`config.mk`:
```
export PLATFORM = sky130hd
export DESIGN_NAME = ctdio_top
export DESIGN_NICKNAME = d
export VERILOG_FILES = /design/src/hdl/ctdio_pkg.sv /design/src/hdl/ctdio_top.sv /design/src/hdl/ctdio_counter.sv
export SDC_FILE = /design/constraint.sdc
export NUM_CORES = 2
export LEC_CHECK = 0
export ABC_AREA = 1
export BUFFER_PORTS_ARGS = -buffer_cell sky130_fd_sc_hd__buf_4
export CAP_MARGIN = 20
export CORE_UTILIZATION = 40
export CTS_CLUSTER_DIAMETER = 150
export DETAILED_ROUTE_END_ITERATION = 8
export GPL_TIMING_DRIVEN = 0
export PLACE_DENSITY = 0.55
export SYNTH_ARGS = -nofsm -noshare
export SYNTH_HDL_FRONTEND = slang
export SYNTH_HIERARCHICAL = 1
export SYNTH_SLANG_ARGS = --single-unit
```
`constraint.sdc`:
```
create_clock -name sys_clk -period 3.9 [get_ports sys_clk]
set_input_delay 0.195 -clock sys_clk [delete_from_list [all_inputs] [get_ports sys_clk]]
set_output_delay 0.195 -clock sys_clk [all_outputs]
set_load 0.02 [all_outputs]
```
`src/hdl/ctdio_pkg.sv`:
```
// Package for the counter/timer and digital I/O block.
// Assumes one 100 MHz clock; all constants of the block live here.
package ctdio_pkg;

	// ------------------------------------------------------------------
	// Sizes
	// ------------------------------------------------------------------
	localparam int unsigned CT_NUM = 8;
	localparam int unsigned CT_W = 16;
	localparam int unsigned TMR_NUM = 4;
	localparam int unsigned TMR_W = 24;
	localparam int unsigned DIO_PORTS = 4;
	localparam int unsigned DIO_W = 32;
	localparam int unsigned CW_LO = 24;

	// ------------------------------------------------------------------
	// Timing
	// ------------------------------------------------------------------
	localparam int unsigned CLK_PERIOD_NS = 10;
	localparam int unsigned TB_PERIOD_NS = 25;
	// A least time rounds up to whole cycles.
	localparam int unsigned TB_CYC = (TB_PERIOD_NS + CLK_PERIOD_NS - 1) / CLK_PERIOD_NS;
	localparam logic [1:0] TB_LAST = 2'(TB_CYC - 1);

	// ------------------------------------------------------------------
	// Register offsets (byte addresses)
	// ------------------------------------------------------------------
	localparam logic [7:0] OFS_CT_CTRL = 8'h00;
	localparam logic [7:0] OFS_CT_LOAD = 8'h20;
	localparam logic [7:0] OFS_CT_COUNT = 8'h40;
	localparam logic [7:0] OFS_TMR_PER = 8'h60;
	localparam logic [7:0] OFS_DIO_DIR = 8'h70;
	localparam logic [7:0] OFS_DIO_OUT = 8'h74;
	localparam logic [7:0] OFS_DIO_IN = 8'h78;
	localparam logic [7:0] OFS_CW_EN = 8'h7C;
	localparam logic [7:0] OFS_CW_PEND = 8'h80;
	localparam logic [7:0] OFS_EV_PEND = 8'h84;

	// ------------------------------------------------------------------
	// Counter control fields
	// ------------------------------------------------------------------
	localparam int unsigned CC_EN = 0;
	localparam int unsigned CC_CLK_EXT = 1;
	localparam int unsigned CC_GATE_EXT = 2;
	localparam int unsigned CC_SW_GATE = 3;
	localparam int unsigned CC_MODE_LO = 4;
	localparam int unsigned CC_POL = 6;
	localparam int unsigned CC_CASCADE = 7;
	localparam int unsigned TP_EN = 24;
	localparam logic [7:0] CC_RESET = 8'h00;
	localparam logic [31:0] CT_LOAD_RESET = 32'h0000_0000;
	localparam logic [24:0] TP_RESET = 25'h000_0000;

	// Counting modes.
	typedef enum logic [1:0] {
		CTDIO_MODE_EVENT = 2'h0,
		CTDIO_MODE_RATE = 2'h1,
		CTDIO_MODE_ONESHOT = 2'h2,
		CTDIO_MODE_FREQ = 2'h3
	} ctdio_mode_e;

	// Counter channel states.
	typedef enum logic [2:0] {
		CTDIO_ST_IDLE = 3'h1,
		CTDIO_ST_RUN = 3'h2,
		CTDIO_ST_HOLD = 3'h4
	} ctdio_state_e;

endpackage : ctdio_pkg

```
`src/hdl/ctdio_top.sv`:
```
// Counter/timer and digital I/O block: eight counters, four interval
// timers, 32 I/O lines and a change-watched port.
// Assumes a plain register port and pins synchronous to sys_clk.
//
// Operation
// - Eight independent 16-bit counters, each with clock in, gate in, clock out.
// - Each counter counts the internal time base or its external clock pin.
// - A counter raises an interrupt request when its count reaches zero.
// - Internal time base has a 30 ns period: the 25 ns target rounded up to three 10 ns clock cycles.
// - Optional internal cascade feeds a counter's output into the next counter's clock.
// - Each gate comes from a software setting or the external gate pin.
// - One-shot on external gate pin edge; event, frequency and rate modes run while gated.
// - Output pulse active edge is selectable falling or rising.
// - Output pulse width, hence duty cycle, is programmable.
// - Four 24-bit interval timers on the internal clock give periodic interrupts.
// - Interval timer period is programmable over a wide range.
// - 32 lines in four 8-line ports, direction set per port.
// - Any change on the watched port's eight lines raises an interrupt.
// - Each watched line has its own enable; disabled lines never set a flag.
// - Counter clock and gate pins are sampled; outside levels must last 25 ns.
// - Watched lines must hold each level 66 ns to be detected.
module ctdio_top
	import ctdio_pkg::*;
(
	input wire logic sys_clk,
	input wire logic arst_n,
	input wire logic [7:0] reg_addr,
	input wire logic [31:0] reg_wdata,
	input wire logic reg_wr,
	input wire logic reg_rd,
	output logic [31:0] reg_rdata,
	input wire logic [CT_NUM-1:0] ct_clk_in,
	input wire logic [CT_NUM-1:0] ct_gate_in,
	output logic [CT_NUM-1:0] ct_clk_out,
	input wire logic [DIO_W-1:0] dio_in,
	output logic [DIO_W-1:0] dio_out,
	output logic [DIO_W-1:0] dio_oe,
	output logic irq
);

	// ------------------------------------------------------------------
	// Declarations
	// ------------------------------------------------------------------
	logic [7:0] cc_reg [CT_NUM], cc_next [CT_NUM];
	logic [31:0] cl_reg [CT_NUM], cl_next [CT_NUM];
	logic [24:0] tp_reg [TMR_NUM], tp_next [TMR_NUM];
	logic [TMR_W-1:0] tc_reg [TMR_NUM], tc_next [TMR_NUM];
	logic [DIO_PORTS-1:0] dir_reg, dir_next;
	logic [DIO_W-1:0] dout_reg, dout_next;
	logic [DIO_W-1:0] din_reg;
	logic [7:0] cwen_reg, cwen_next;
	logic [7:0] cwpend_reg, cwpend_next;
	logic [7:0] cwprev_reg;
	logic [7:0] cw_change;
	logic [CT_NUM-1:0] ctpend_reg, ctpend_next;
	logic [TMR_NUM-1:0] tmpend_reg, tmpend_next;
	logic [TMR_NUM-1:0] tm_zero;
	logic [CT_NUM-1:0] reload_reg, reload_next;
	logic [CT_NUM-1:0] clk_s_reg, clk_p_reg, gate_s_reg, gate_p_reg;
	logic [CT_NUM-1:0] out_p_reg;
	logic [CT_NUM-1:0] ct_out, ct_zero, ct_tick, ct_gate, ct_grise, ct_casc;
	logic [CT_W-1:0] ct_count [CT_NUM];
	logic [1:0] tb_reg, tb_next;
	logic tb_tick_reg, tb_tick_next;
	logic [31:0] rdata_reg, rdata_next;
	logic irq_reg, irq_next;
	logic [2:0] ch;
	logic [1:0] tn;

	assign ch = reg_addr[4:2];
	assign tn = reg_addr[3:2];

	// ------------------------------------------------------------------
	// Internal time base
	// ------------------------------------------------------------------
	// Divides the system clock to one tick per time-base period.
	always_comb begin
		tb_next = (tb_reg == TB_LAST) ? 2'h0 : tb_reg + 2'h1;
		tb_tick_next = (tb_reg == TB_LAST);
	end

	// Registers the time base.
	always_ff @(posedge sys_clk or negedge arst_n) begin
		if (!arst_n) begin
			tb_reg <= 2'h0;
			tb_tick_reg <= 1'b0;
		end else begin
			tb_reg <= tb_next;
			tb_tick_reg <= tb_tick_next;
		end
	end

	// ------------------------------------------------------------------
	// Pin sampling
	// ------------------------------------------------------------------
	// Samples clock, gate and watched pins every cycle, faster than 40 MHz.
	always_ff @(posedge sys_clk or negedge arst_n) begin
		if (!arst_n) begin
			clk_s_reg <= '0;
			clk_p_reg <= '0;
			gate_s_reg <= '0;
			gate_p_reg <= '0;
			out_p_reg <= '0;
			din_reg <= '0;
			cwprev_reg <= '0;
		end else begin
			clk_s_reg <= ct_clk_in;
			clk_p_reg <= clk_s_reg;
			gate_s_reg <= ct_gate_in;
			gate_p_reg <= gate_s_reg;
			out_p_reg <= ct_out;
			din_reg <= dio_in;
			cwprev_reg <= din_reg[DIO_W-1:CW_LO];
		end
	end

	// ------------------------------------------------------------------
	// Counter channels
	// ------------------------------------------------------------------
	genvar g;
	generate
		for (g = 0; g < CT_NUM; g++) begin : g_ct
			// Active edge of the previous channel's output drives the cascade.
			if (g == 0) begin : g_first
				assign ct_casc[g] = 1'b0;
			end else begin : g_next
				assign ct_casc[g] = (ct_out[g-1] != out_p_reg[g-1])
					&& (ct_out[g-1] == cc_reg[g-1][CC_POL]);
			end
			// Chooses the tick source and the gate source.
			always_comb begin
				if (cc_reg[g][CC_CASCADE]) begin
					ct_tick[g] = ct_casc[g];
				end else if (cc_reg[g][CC_CLK_EXT]) begin
					ct_tick[g] = clk_s_reg[g] && !clk_p_reg[g];
				end else begin
					ct_tick[g] = tb_tick_reg;
				end
				ct_gate[g] = cc_reg[g][CC_GATE_EXT] ? gate_s_reg[g] : cc_reg[g][CC_SW_GATE];
				ct_grise[g] = cc_reg[g][CC_GATE_EXT] && gate_s_reg[g] && !gate_p_reg[g];
			end
			ctdio_counter u_ct (
				.sys_clk(sys_clk),
				.arst_n(arst_n),
				.enable(cc_reg[g][CC_EN]),
				.mode(cc_reg[g][CC_MODE_LO+1:CC_MODE_LO]),
				.polarity(cc_reg[g][CC_POL]),
				.start_val(cl_reg[g][15:0]),
				.width(cl_reg[g][31:16]),
				.reload(reload_reg[g]),
				.tick(ct_tick[g]),
				.gate(ct_gate[g]),
				.gate_rise(ct_grise[g]),
				.count_q(ct_count[g]),
				.out_q(ct_out[g]),
				.zero_q(ct_zero[g])
			);
		end
		// Interval timers count the time base and reload at zero.
		for (g = 0; g < TMR_NUM; g++) begin : g_tm
			always_comb begin
				tm_zero[g] = 1'b0;
				tc_next[g] = tc_reg[g];
				if (!tp_reg[g][TP_EN]) begin
					tc_next[g] = tp_reg[g][TMR_W-1:0];
				end else if (tb_tick_reg) begin
					if (tc_reg[g] == 24'h00_0000) begin
						tc_next[g] = tp_reg[g][TMR_W-1:0];
						tm_zero[g] = 1'b1;
					end else begin
						tc_next[g] = tc_reg[g] - 24'h00_0001;
					end
				end
			end
		end
	endgenerate

	// ------------------------------------------------------------------
	// Register file and event flags
	// ------------------------------------------------------------------
	// Writes, reads and sticky flags; a new event wins over its clear.
	always_comb begin
		cc_next = cc_reg;
		cl_next = cl_reg;
		tp_next = tp_reg;
		dir_next = dir_reg;
		dout_next = dout_reg;
		cwen_next = cwen_reg;
		reload_next = '0;
		cw_change = (din_reg[DIO_W-1:CW_LO] ^ cwprev_reg) & cwen_reg;
		cwpend_next = cwpend_reg;
		ctpend_next = ctpend_reg;
		tmpend_next = tmpend_reg;
		rdata_next = 32'h0000_0000;
		if (reg_wr) begin
			if (reg_addr[7:5] == OFS_CT_CTRL[7:5] && reg_addr[1:0] == 2'h0) begin
				cc_next[ch] = reg_wdata[7:0];
			end else if (reg_addr[7:5] == OFS_CT_LOAD[7:5] && reg_addr[1:0] == 2'h0) begin
				cl_next[ch] = reg_wdata;
				reload_next[ch] = 1'b1;
			end else if (reg_addr[7:4] == OFS_TMR_PER[7:4] && reg_addr[1:0] == 2'h0) begin
				tp_next[tn] = reg_wdata[24:0];
			end else begin
				case (reg_addr)
					OFS_DIO_DIR: dir_next = reg_wdata[DIO_PORTS-1:0];
					OFS_DIO_OUT: dout_next = reg_wdata;
					OFS_CW_EN: cwen_next = reg_wdata[7:0];
					OFS_CW_PEND: cwpend_next = cwpend_reg & ~reg_wdata[7:0];
					OFS_EV_PEND: begin
						ctpend_next = ctpend_reg & ~reg_wdata[7:0];
						tmpend_next = tmpend_reg & ~reg_wdata[11:8];
					end
					default: begin
					end
				endcase
			end
		end
		cwpend_next = cwpend_next | cw_change;
		ctpend_next = ctpend_next | ct_zero;
		tmpend_next = tmpend_next | tm_zero;
		if (reg_rd) begin
			if (reg_addr[7:5] == OFS_CT_CTRL[7:5] && reg_addr[1:0] == 2'h0) begin
				rdata_next = {24'h00_0000, cc_reg[ch]};
			end else if (reg_addr[7:5] == OFS_CT_LOAD[7:5] && reg_addr[1:0] == 2'h0) begin
				rdata_next = cl_reg[ch];
			end else if (reg_addr[7:5] == OFS_CT_COUNT[7:5] && reg_addr[1:0] == 2'h0) begin
				rdata_next = {16'h0000, ct_count[ch]};
			end else if (reg_addr[7:4] == OFS_TMR_PER[7:4] && reg_addr[1:0] == 2'h0) begin
				rdata_next = {7'h00, tp_reg[tn]};
			end else begin
				case (reg_addr)
					OFS_DIO_DIR: rdata_next = {28'h000_0000, dir_reg};
					OFS_DIO_OUT: rdata_next = dout_reg;
					OFS_DIO_IN: rdata_next = din_reg;
					OFS_CW_EN: rdata_next = {24'h00_0000, cwen_reg};
					OFS_CW_PEND: rdata_next = {24'h00_0000, cwpend_reg};
					OFS_EV_PEND: rdata_next = {20'h0_0000, tmpend_reg, ctpend_reg};
					default: rdata_next = 32'h0000_0000;
				endcase
			end
		end
		irq_next = (|cwpend_next) || (|ctpend_next) || (|tmpend_next);
	end

	// Registers the register file, flags and pin drivers.
	always_ff @(posedge sys_clk or negedge arst_n) begin
		if (!arst_n) begin
			for (int i = 0; i < CT_NUM; i++) begin
				cc_reg[i] <= CC_RESET;
				cl_reg[i] <= CT_LOAD_RESET;
			end
			for (int i = 0; i < TMR_NUM; i++) begin
				tp_reg[i] <= TP_RESET;
				tc_reg[i] <= 24'h00_0000;
			end
			dir_reg <= '0;
			dout_reg <= '0;
			cwen_reg <= '0;
			cwpend_reg <= '0;
			ctpend_reg <= '0;
			tmpend_reg <= '0;
			reload_reg <= '0;
			rdata_reg <= 32'h0000_0000;
			irq_reg <= 1'b0;
			dio_out <= '0;
			dio_oe <= '0;
		end else begin
			cc_reg <= cc_next;
			cl_reg <= cl_next;
			tp_reg <= tp_next;
			tc_reg <= tc_next;
			dir_reg <= dir_next;
			dout_reg <= dout_next;
			cwen_reg <= cwen_next;
			cwpend_reg <= cwpend_next;
			ctpend_reg <= ctpend_next;
			tmpend_reg <= tmpend_next;
			reload_reg <= reload_next;
			rdata_reg <= rdata_next;
			irq_reg <= irq_next;
			dio_out <= dout_next;
			for (int i = 0; i < DIO_W; i++) begin
				dio_oe[i] <= dir_next[i/8];
			end
		end
	end

	assign reg_rdata = rdata_reg;
	assign ct_clk_out = ct_out;
	assign irq = irq_reg;

	// ------------------------------------------------------------------
	// Checks
	// ------------------------------------------------------------------
	tb_spacing_a: assert property (@(posedge sys_clk) disable iff (!arst_n)
		tb_tick_reg |=> !tb_tick_reg ##1 !tb_tick_reg ##1 tb_tick_reg)
		else $error("time base tick spacing wrong");
	cw_latch_a: assert property (@(posedge sys_clk) disable iff (!arst_n)
		|cw_change |=> |cwpend_reg ##1 irq_reg)
		else $error("watched change not latched");
	cw_mask_a: assert property (@(posedge sys_clk) disable iff (!arst_n)
		(!reg_wr && ((cwpend_reg ^ cwpend_next) & ~cwen_reg) != 8'h00) |-> 1'b0)
		else $error("disabled line set a flag");
	tm_period_a: assert property (@(posedge sys_clk) disable iff (!arst_n)
		tm_zero[0] |=> tmpend_reg[0] && tc_reg[0] == $past(tp_reg[0][TMR_W-1:0]))
		else $error("interval timer did not reload and flag");
	ct_flag_a: assert property (@(posedge sys_clk) disable iff (!arst_n)
		ct_zero[0] |=> ctpend_reg[0] ##1 irq_reg)
		else $error("counter zero not flagged");
	dir_drive_a: assert property (@(posedge sys_clk) disable iff (!arst_n)
		(reg_wr && reg_addr == OFS_DIO_DIR) |=> dio_oe[31:24] == {8{$past(reg_wdata[3])}}
			&& dio_oe[7:0] == {8{$past(reg_wdata[0])}})
		else $error("port direction not applied");
	ext_gate_a: assert property (@(posedge sys_clk) disable iff (!arst_n)
		cc_reg[2][CC_GATE_EXT] |-> ct_gate[2] == $past(ct_gate_in[2]))
		else $error("external gate not used");

endmodule : ctdio_top

```
`src/hdl/ctdio_counter.sv`:
```
// One 16-bit counter/timer channel with gate, modes and a shaped output.
// Assumes the tick and gate arrive already chosen and registered by the parent.
module ctdio_counter
	import ctdio_pkg::*;
(
	input wire logic sys_clk,
	input wire logic arst_n,
	input wire logic enable,
	input wire logic [1:0] mode,
	input wire logic polarity,
	input wire logic [CT_W-1:0] start_val,
	input wire logic [CT_W-1:0] width,
	input wire logic reload,
	input wire logic tick,
	input wire logic gate,
	input wire logic gate_rise,
	output logic [CT_W-1:0] count_q,
	output logic out_q,
	output logic zero_q
);

	ctdio_state_e st_reg, st_next;
	logic [CT_W-1:0] cnt_reg, cnt_next;
	logic out_reg, out_next;
	logic zero_reg, zero_next;
	logic active;

	// ------------------------------------------------------------------
	// Next-state logic
	// ------------------------------------------------------------------
	// Counts down per tick while gated, up in frequency mode; one-shot waits for a gate edge.
	always_comb begin
		st_next = st_reg;
		cnt_next = cnt_reg;
		zero_next = 1'b0;
		if (!enable || reload) begin
			cnt_next = start_val;
			st_next = CTDIO_ST_IDLE;
		end else begin
			case (st_reg)
				CTDIO_ST_IDLE: begin
					if (mode == CTDIO_MODE_ONESHOT) begin
						if (gate_rise) begin
							st_next = CTDIO_ST_RUN;
							cnt_next = start_val;
						end
					end else if (gate) begin
						st_next = CTDIO_ST_RUN;
					end
				end
				CTDIO_ST_RUN: begin
					if (mode != CTDIO_MODE_ONESHOT && !gate) begin
						st_next = CTDIO_ST_IDLE; // Gate low pauses, count is kept.
					end else if (tick) begin
						if (mode == CTDIO_MODE_FREQ) begin
							cnt_next = cnt_reg + 16'h0001;
						end else if (cnt_reg <= 16'h0001) begin
							zero_next = 1'b1;
							if (mode == CTDIO_MODE_RATE) begin
								cnt_next = start_val;
							end else begin
								cnt_next = 16'h0000;
								st_next = CTDIO_ST_HOLD;
							end
						end else begin
							cnt_next = cnt_reg - 16'h0001;
						end
					end
				end
				CTDIO_ST_HOLD: begin
					if (mode == CTDIO_MODE_ONESHOT && gate_rise) begin
						st_next = CTDIO_ST_RUN; // A new gate edge retriggers.
						cnt_next = start_val;
					end
				end
				default: begin
					st_next = CTDIO_ST_IDLE;
				end
			endcase
		end
		// Active while the remaining count is within the programmed width.
		active = (st_next == CTDIO_ST_RUN) && (mode != CTDIO_MODE_FREQ) && (cnt_next <= width);
		out_next = polarity ? active : !active;
	end

	// Registers the channel state.
	always_ff @(posedge sys_clk or negedge arst_n) begin
		if (!arst_n) begin
			st_reg <= CTDIO_ST_IDLE;
			cnt_reg <= 16'h0000;
			out_reg <= 1'b0;
			zero_reg <= 1'b0;
		end else begin
			st_reg <= st_next;
			cnt_reg <= cnt_next;
			out_reg <= out_next;
			zero_reg <= zero_next;
		end
	end

	assign count_q = cnt_reg;
	assign out_q = out_reg;
	assign zero_q = zero_reg;

	// ------------------------------------------------------------------
	// Checks
	// ------------------------------------------------------------------
	zero_cause_a: assert property (@(posedge sys_clk) disable iff (!arst_n)
		zero_reg |-> $past(tick) && $past(st_reg) == CTDIO_ST_RUN && $past(enable))
		else $error("zero pulse without a running tick");
	rate_reload_a: assert property (@(posedge sys_clk) disable iff (!arst_n)
		(st_reg == CTDIO_ST_RUN && mode == CTDIO_MODE_RATE && enable && !reload && gate
			&& tick && cnt_reg == 16'h0001) |=> cnt_reg == $past(start_val) && zero_reg)
		else $error("rate mode did not reload at zero");
	// The output keeps its reset level for the first edge after release.
	idle_level_a: assert property (@(posedge sys_clk) disable iff (!arst_n)
		($past(arst_n) && st_reg != CTDIO_ST_RUN && $stable(polarity)) |-> out_reg == !polarity)
		else $error("inactive output level wrong");
	gate_pause_a: assert property (@(posedge sys_clk) disable iff (!arst_n)
		(enable && !reload && mode == CTDIO_MODE_EVENT && !gate) |=> $stable(cnt_reg))
		else $error("count moved while gate inactive");

endmodule : ctdio_counter

```
Word-level counts from Yosys, hierarchy flattened
Cells that the tools add are included.
- $add $sub $neg: 21
- magnitude comparators: 22
- equal/unequal tests: 100
- multiplexer cells: 325
- bitwise operators: 15
- reductions and logical operators: 134
- operators by type and width (kind ; number):
    16-bit 2-to-1 mux ; 74
    16-bit case mux with 3 select lines ; 8
    24-bit 2-to-1 mux ; 12
    256-bit bitwise mux ; 1
    32-bit 2-to-1 mux ; 8
    3-bit 2-to-1 mux ; 80
    32-bit case mux with 6 select lines ; 1
    16-bit by 1-bit adder with 16-bit output (second input constant) ; 8
    16-bit by 1-bit <= comparator with 1-bit output (second input constant) ; 8
    16-bit <= comparator ; 8
    8-bit 2-to-1 mux ; 16
    16-bit by 1-bit subtractor with 16-bit output (second input constant) ; 8
    100-bit bitwise mux ; 1
    32-bit binary-select mux with 3-bit select ; 1
    32-bit demux with 3-bit select ; 1
    24-bit zero test ; 4
    24-bit by 1-bit subtractor with 24-bit output (second input constant) ; 4
    1-bit 2-to-1 mux ; 93
    25-bit 2-to-1 mux ; 3
    3-bit case mux with 3 select lines ; 8
    1-bit logical AND ; 70
    64-bit bitwise mux ; 1
    3-bit by 2-bit == test with 1-bit output (second input constant) ; 17
    25-bit binary-select mux with 2-bit select ; 1
    45 further kinds ; 181
- register bits after elaboration: 896
- output and inout bits: 105
- logic and storage cells: 692

Depth between registers and ports, before layout
- depth in word-level cells: 13
- gate-level depth with buffers: 25
- mapped depth without buffers: 25

Hierarchy
Netlist, hierarchy kept.
- modules (own cells, without submodules) (module ; instances ; cells each ; area an instance (sq um) ; seq. area each (sq um)):
    ctdio_top ; 1 ; 3986 ; 33063.0 ; 17591.9
    ctdio_counter at g_ct[0].u_ct ... ; 7 ; 550 ; 3186.8 ; 526.8
    ctdio_counter at g_ct[7].u_ct ; 1 ; 530 ; 3079.2 ; 526.8

Worst setup path after synthesis
No wires, ideal clock.
- kind: register to register
- start point: register tb_tick_reg
- end point: register g_ct[3].u_ct.out_reg
- library setup time: 0.117 ns
- arrival time: 2.740 ns
- required time: 3.783 ns
- slack: 1.044 ns
- stages on the path, launching flop included: 23
- path buffers: 1
- clock period less this slack: 2.856 ns
- path through: dfrtp_1 -> buf_2 -> clkinv_1 -> o22ai_1 -> nor2_1 -> a31oi_1 -> nand2_1 -> nand2_1 -> o21ai_0 -> a21oi_1 -> nand2_1 -> nand2_1 -> nand2_1 -> ha_1 -> a21o_1 -> nand3_1 -> a21oi_1 -> nor2_1 -> nand2_1 -> nand2_1 -> nand2_1 -> nand2_1 -> nand2_1
- elaborated cells between the ends (all ways): 16
- RTL lines (item ; line ; text):
    start: declaration ; ctdio_top.sv:64 ; logic tb_tick_reg, tb_tick_next;
    start signal: assignment ; ctdio_top.sv:89 ; tb_tick_reg <= tb_tick_next;
    1-bit 2-to-1 mux (*) ; ctdio_top.sv:134 ; end else if (cc_reg[g][CC_CLK_EXT]) begin
    1-bit 2-to-1 mux (*) ; ctdio_top.sv:132 ; if (cc_reg[g][CC_CASCADE]) begin
    named net ct_tick[3] ; ctdio_top.sv:61 ; logic [CT_NUM-1:0] ct_out, ct_zero, ct_tick, ct_gate, ct_grise, ct_casc;
    16-bit 2-to-1 mux (*) ; ctdio_counter.sv:54 ; end else if (tick) begin
    16-bit 2-to-1 mux (*) ; ctdio_counter.sv:52 ; if (mode != CTDIO_MODE_ONESHOT && !gate) begin
    16-bit case mux with 3 select lines (*) ; ctdio_counter.sv:40 ; case (st_reg)
    16-bit 2-to-1 mux (*) ; ctdio_counter.sv:36 ; if (!enable || reload) begin
    named net g_ct[3].u_ct.cnt_next[9] ; ctdio_counter.sv:23 ; logic [CT_W-1:0] cnt_reg, cnt_next;
    16-bit <= comparator (*) ; ctdio_counter.sv:82 ; active = (st_next == CTDIO_ST_RUN) && (mode != CTDIO_MODE_FREQ) && (cnt_next <= width);
    1-bit logical AND (*) ; ctdio_counter.sv:82 ;
    1-bit zero test ; ctdio_counter.sv:83 ; out_next = polarity ? active : !active;
    1-bit 2-to-1 mux (*) ; ctdio_counter.sv:83 ;
    named net g_ct[3].u_ct.out_next ; ctdio_counter.sv:24 ; logic out_reg, out_next;
    end signal: assignment ; ctdio_counter.sv:96 ; out_reg <= out_next;
    end: declaration ; ctdio_counter.sv:24 ;
The timed path passes the listed nets; every way through them passes the cells marked *.
A chain may end at the register's enable or synchronous reset.

Final worst setup path
- start point: register tb_tick_reg
- end point: register g_ct[2].u_ct.out_reg
- elaborated cells between the ends (all ways): 16
- RTL lines (item ; line):
    1-bit 2-to-1 mux (*) ; ctdio_top.sv:134
    1-bit 2-to-1 mux (*) ; ctdio_top.sv:132
    named net ct_tick[2] ; ctdio_top.sv:61
    16-bit 2-to-1 mux (*) ; ctdio_counter.sv:54
    16-bit 2-to-1 mux (*) ; ctdio_counter.sv:52
    16-bit case mux with 3 select lines (*) ; ctdio_counter.sv:40
    16-bit 2-to-1 mux (*) ; ctdio_counter.sv:36
    named net g_ct[2].u_ct.cnt_next[1] ; ctdio_counter.sv:23
    16-bit <= comparator (*) ; ctdio_counter.sv:82
    1-bit logical AND (*) ; ctdio_counter.sv:82
    1-bit zero test ; ctdio_counter.sv:83
    1-bit 2-to-1 mux (*) ; ctdio_counter.sv:83
    named net g_ct[2].u_ct.out_next ; ctdio_counter.sv:24
    end signal: assignment ; ctdio_counter.sv:96
    end: declaration ; ctdio_counter.sv:24
Marks and branches as above.

==> impl_metrics.tcl <==
set metrics [dict create \
    status "complete, no violations" \
    hp-start "dio_in[16]" \
    relSlewSlack_pct 11.4 \
    root_buffer "clkbuf_16" \
    yosysSeqAreaShare_pct 37.3 \
    synth_seq_cells 871 \
    ioPinCount 197 \
    finalNonFillerCells 10800 \
    clock.fmax_ghz 0.263 \
    p_leak_nw 33.0 \
    largest_reg_flops 256 \
    syn_inst 8366 \
    fin_skew_ns 0.0856 \
    dp.cells 10500 \
    clock_path_buffers 3 \
    min_path_type "in2reg" \
    drv_cap 0 \
    finalWorstSetupSlack_ns 0.0994 \
    dieHeight_um 384 \
    cts_buffers 105 \
    row_count 139 \
    slowest_delay_ns 0.34 \
    rsz0062_at_grt "yes" \
    wl_met2_um 129000 \
    cp_common_cell "nand2_1" \
    drt_iter0_drc 8484 \
    ir_drop_v 0.000450 \
    grt_pass1_vias 56600 \
    fin_crit_sh_pct 97.5 \
    period_needed_ns 3.80 \
    cp-start-kind "flop" \
    gr-usage-all-layers_pct 42.4 \
    route.detailed.drc 0 \
    syn_area_per_cell_um2 6.99 \
    grt_pass1_wl_um 441000 \
    overflow 0 \
    finalHoldViolations 0 \
    finalSetupViolCount 0 \
    synth_area_mm2 0.0584 \
    wl_um 319000 \
    power_mw 28.6 \
    tightest_slew_ns 1.32 \
    vias_per_cell 5.85 \
    syn_to_final_growth_pct 15.9 \
    clk_latency_ns 0.80 \
    end_kind "flop" \
    cts.sinks 871 \
    final_cell_mix "nand2_1 (2296), dfrtp_1 (859), nor2_1 (855), inv_1 (840), o21ai_0 (650)" \
    cp.arrival_ns 4.38 \
    final_util_pct 46.9 \
    powerDensity_mw_per_mm2 423 \
    vias 63100 \
    path_max_fanout 9 \
    htreeDepth 3 \
    grt_max_degree 124 \
    antenna_found_initial 31 \
    final_nets 9032 \
    synth_nets 8618 \
    cts_tree "yes" \
    drive_gt1_share_pct 11.9 \
    met1_length_um 136000 \
    path_class "reg2reg" \
    yosys_warnings 6 \
    synth_cell_types 56 \
    maxSlewViolCount 0 \
    highest_layer "met5" \
    drtAntennaViolNets 0 \
    start_util_pct 40.5 \
    path_clk_slew_ns 0.06 \
    slowest_stage "dfrtp_1" \
    die_x_um 384 \
    first_pass_iters 9 \
    port_buffers 193 \
    cp.required_ns 4.48 \
    gp_congestion 1.11 \
    worst_setup_path_startpoint "tb_tick_reg" \
    coreArea_mm2 0.144 \
    critPathTopFamily "simple AND/OR/NAND/NOR gates" \
    reg2reg_from "tb_tick_reg" \
    dp_slack_ns -1.84 \
    wl_met3_um 35400 \
    layout_commonest_cell "nand2_1" \
    wl_per_cell_um 29.5 \
    place_hpwl_um 254000 \
    critPathBufInv 4 \
    die-area_mm2 0.148 \
]
-- worst paths after layout --
path / end / cells after the start / slack [ns]
min reg2reg: gate_p_reg[6] / 0 / 0.37
max in group asynchronous: g_ct[5].u_ct/count_q[0] / 5 / 2.07
max: g_ct[2].u_ct/out_q / 25 / 0.1
max reg2reg: g_ct[2].u_ct/out_q / 25 / 0.1
min in group asynchronous: tc_reg[61] / 3 / 0.08
min: din_reg[16] / 2 / 0.04
-- final cells by class --
type,instances,area [um2]
clock buffer,142,2970
tap,1903,2380
multi-input combinational,6148,30900
clock inverter,54,758
inverter,898,3390
antenna,14,35.0
buffer,449,2540
sequential,871,21800
timing repair buffer,307,2970
fill,14800,76600
-- cell usage after synthesis (all sizes together) --
cell type  number  share of area, %
dfstp           8              0.36
or2            56              0.60
o31ai           9              0.12
a21oi         310               2.7
o21a            2             0.026
xor2           84               1.3
buf           272               3.1
nand3         584               5.1
nand4         103               1.1
a21o            8              0.10
xnor2           9              0.13
o22ai         178               2.0
nand2        2378                16
a32oi           1             0.015
a21boi         22              0.28
a22oi           7             0.090
nor3b           2             0.026
o2111ai        37              0.55
ha            160               3.4
a211oi          3             0.039
clkinv          4             0.026
nor2          970               7.9
nor4            3             0.032
a31oi           8             0.086
o22a           13              0.19
or3             6             0.064
nor3          124               1.3
dfrtp         863                37
a221oi          7              0.10
o21ai         971               8.3
o211ai         52              0.67
o21bai          1             0.013
or3b            1             0.015
nand3b         18              0.23
clkbuf        177               1.1
o221ai         18              0.27
a2bb2oi         2             0.030
and2            1             0.011
inv           894               5.7
-- per-layer routing --
layer | vias up | track usage (%)
li1 | 28200 | -
met1 | 30600 | 59.9
met2 | 3695 | 59.8
met3 | 653 | 11.2
met4 | 14 | 20.0
met5 | - | 0
-- where the power goes --
group / switching [mW] / internal [mW]
Sequential: 0.871 / 9.52
Clock: 4.59 / 6.08
Combinational: 5.19 / 2.40
Total: 10.7 / 18.0
-- through the flow --
stage / hold WS [ns] / instance area (um2) / setup TNS [ns]
2_1_floorplan: -0.101 / 58400 / 0
3_3_place_gp: 0.305 / 62300 / -6797.06
3_5_place_dp: 0.210 / 63000 / -22.44
4_1_cts: 0.0172 / 67600 / 0
5_1_grt: 0.0479 / 67700 / -0.0881
6_report: 0.0436 / 67800 / 0
-- what timing repair did --
action	CTS	global route
hold buffers	74	0
gates resized for setup	16	32
endpoints found under the hold margin	460	0
cloned	0	0
pin swaps	0	3
setup endpoints to repair	83	8
buffers inserted	4	4
-- cells by family (layout without fill, tap and decap cells) --
logic type / count (synthesis) / in the layout / share of synthesized area, %
AND/OR/NAND/NOR: 4246 / 4246 / 32.3
other: 0 / 14 / 0
adder cells (fa/ha/maj): 160 / 160 / 3.43
buffers and inverters: 1347 / 1850 / 10.1
XOR/XNOR: 93 / 93 / 1.39
AO/OA/AOI/OAI: 1649 / 1649 / 15.5
flip-flops: 871 / 871 / 37.3
Power figures use the tool's default switching activity.
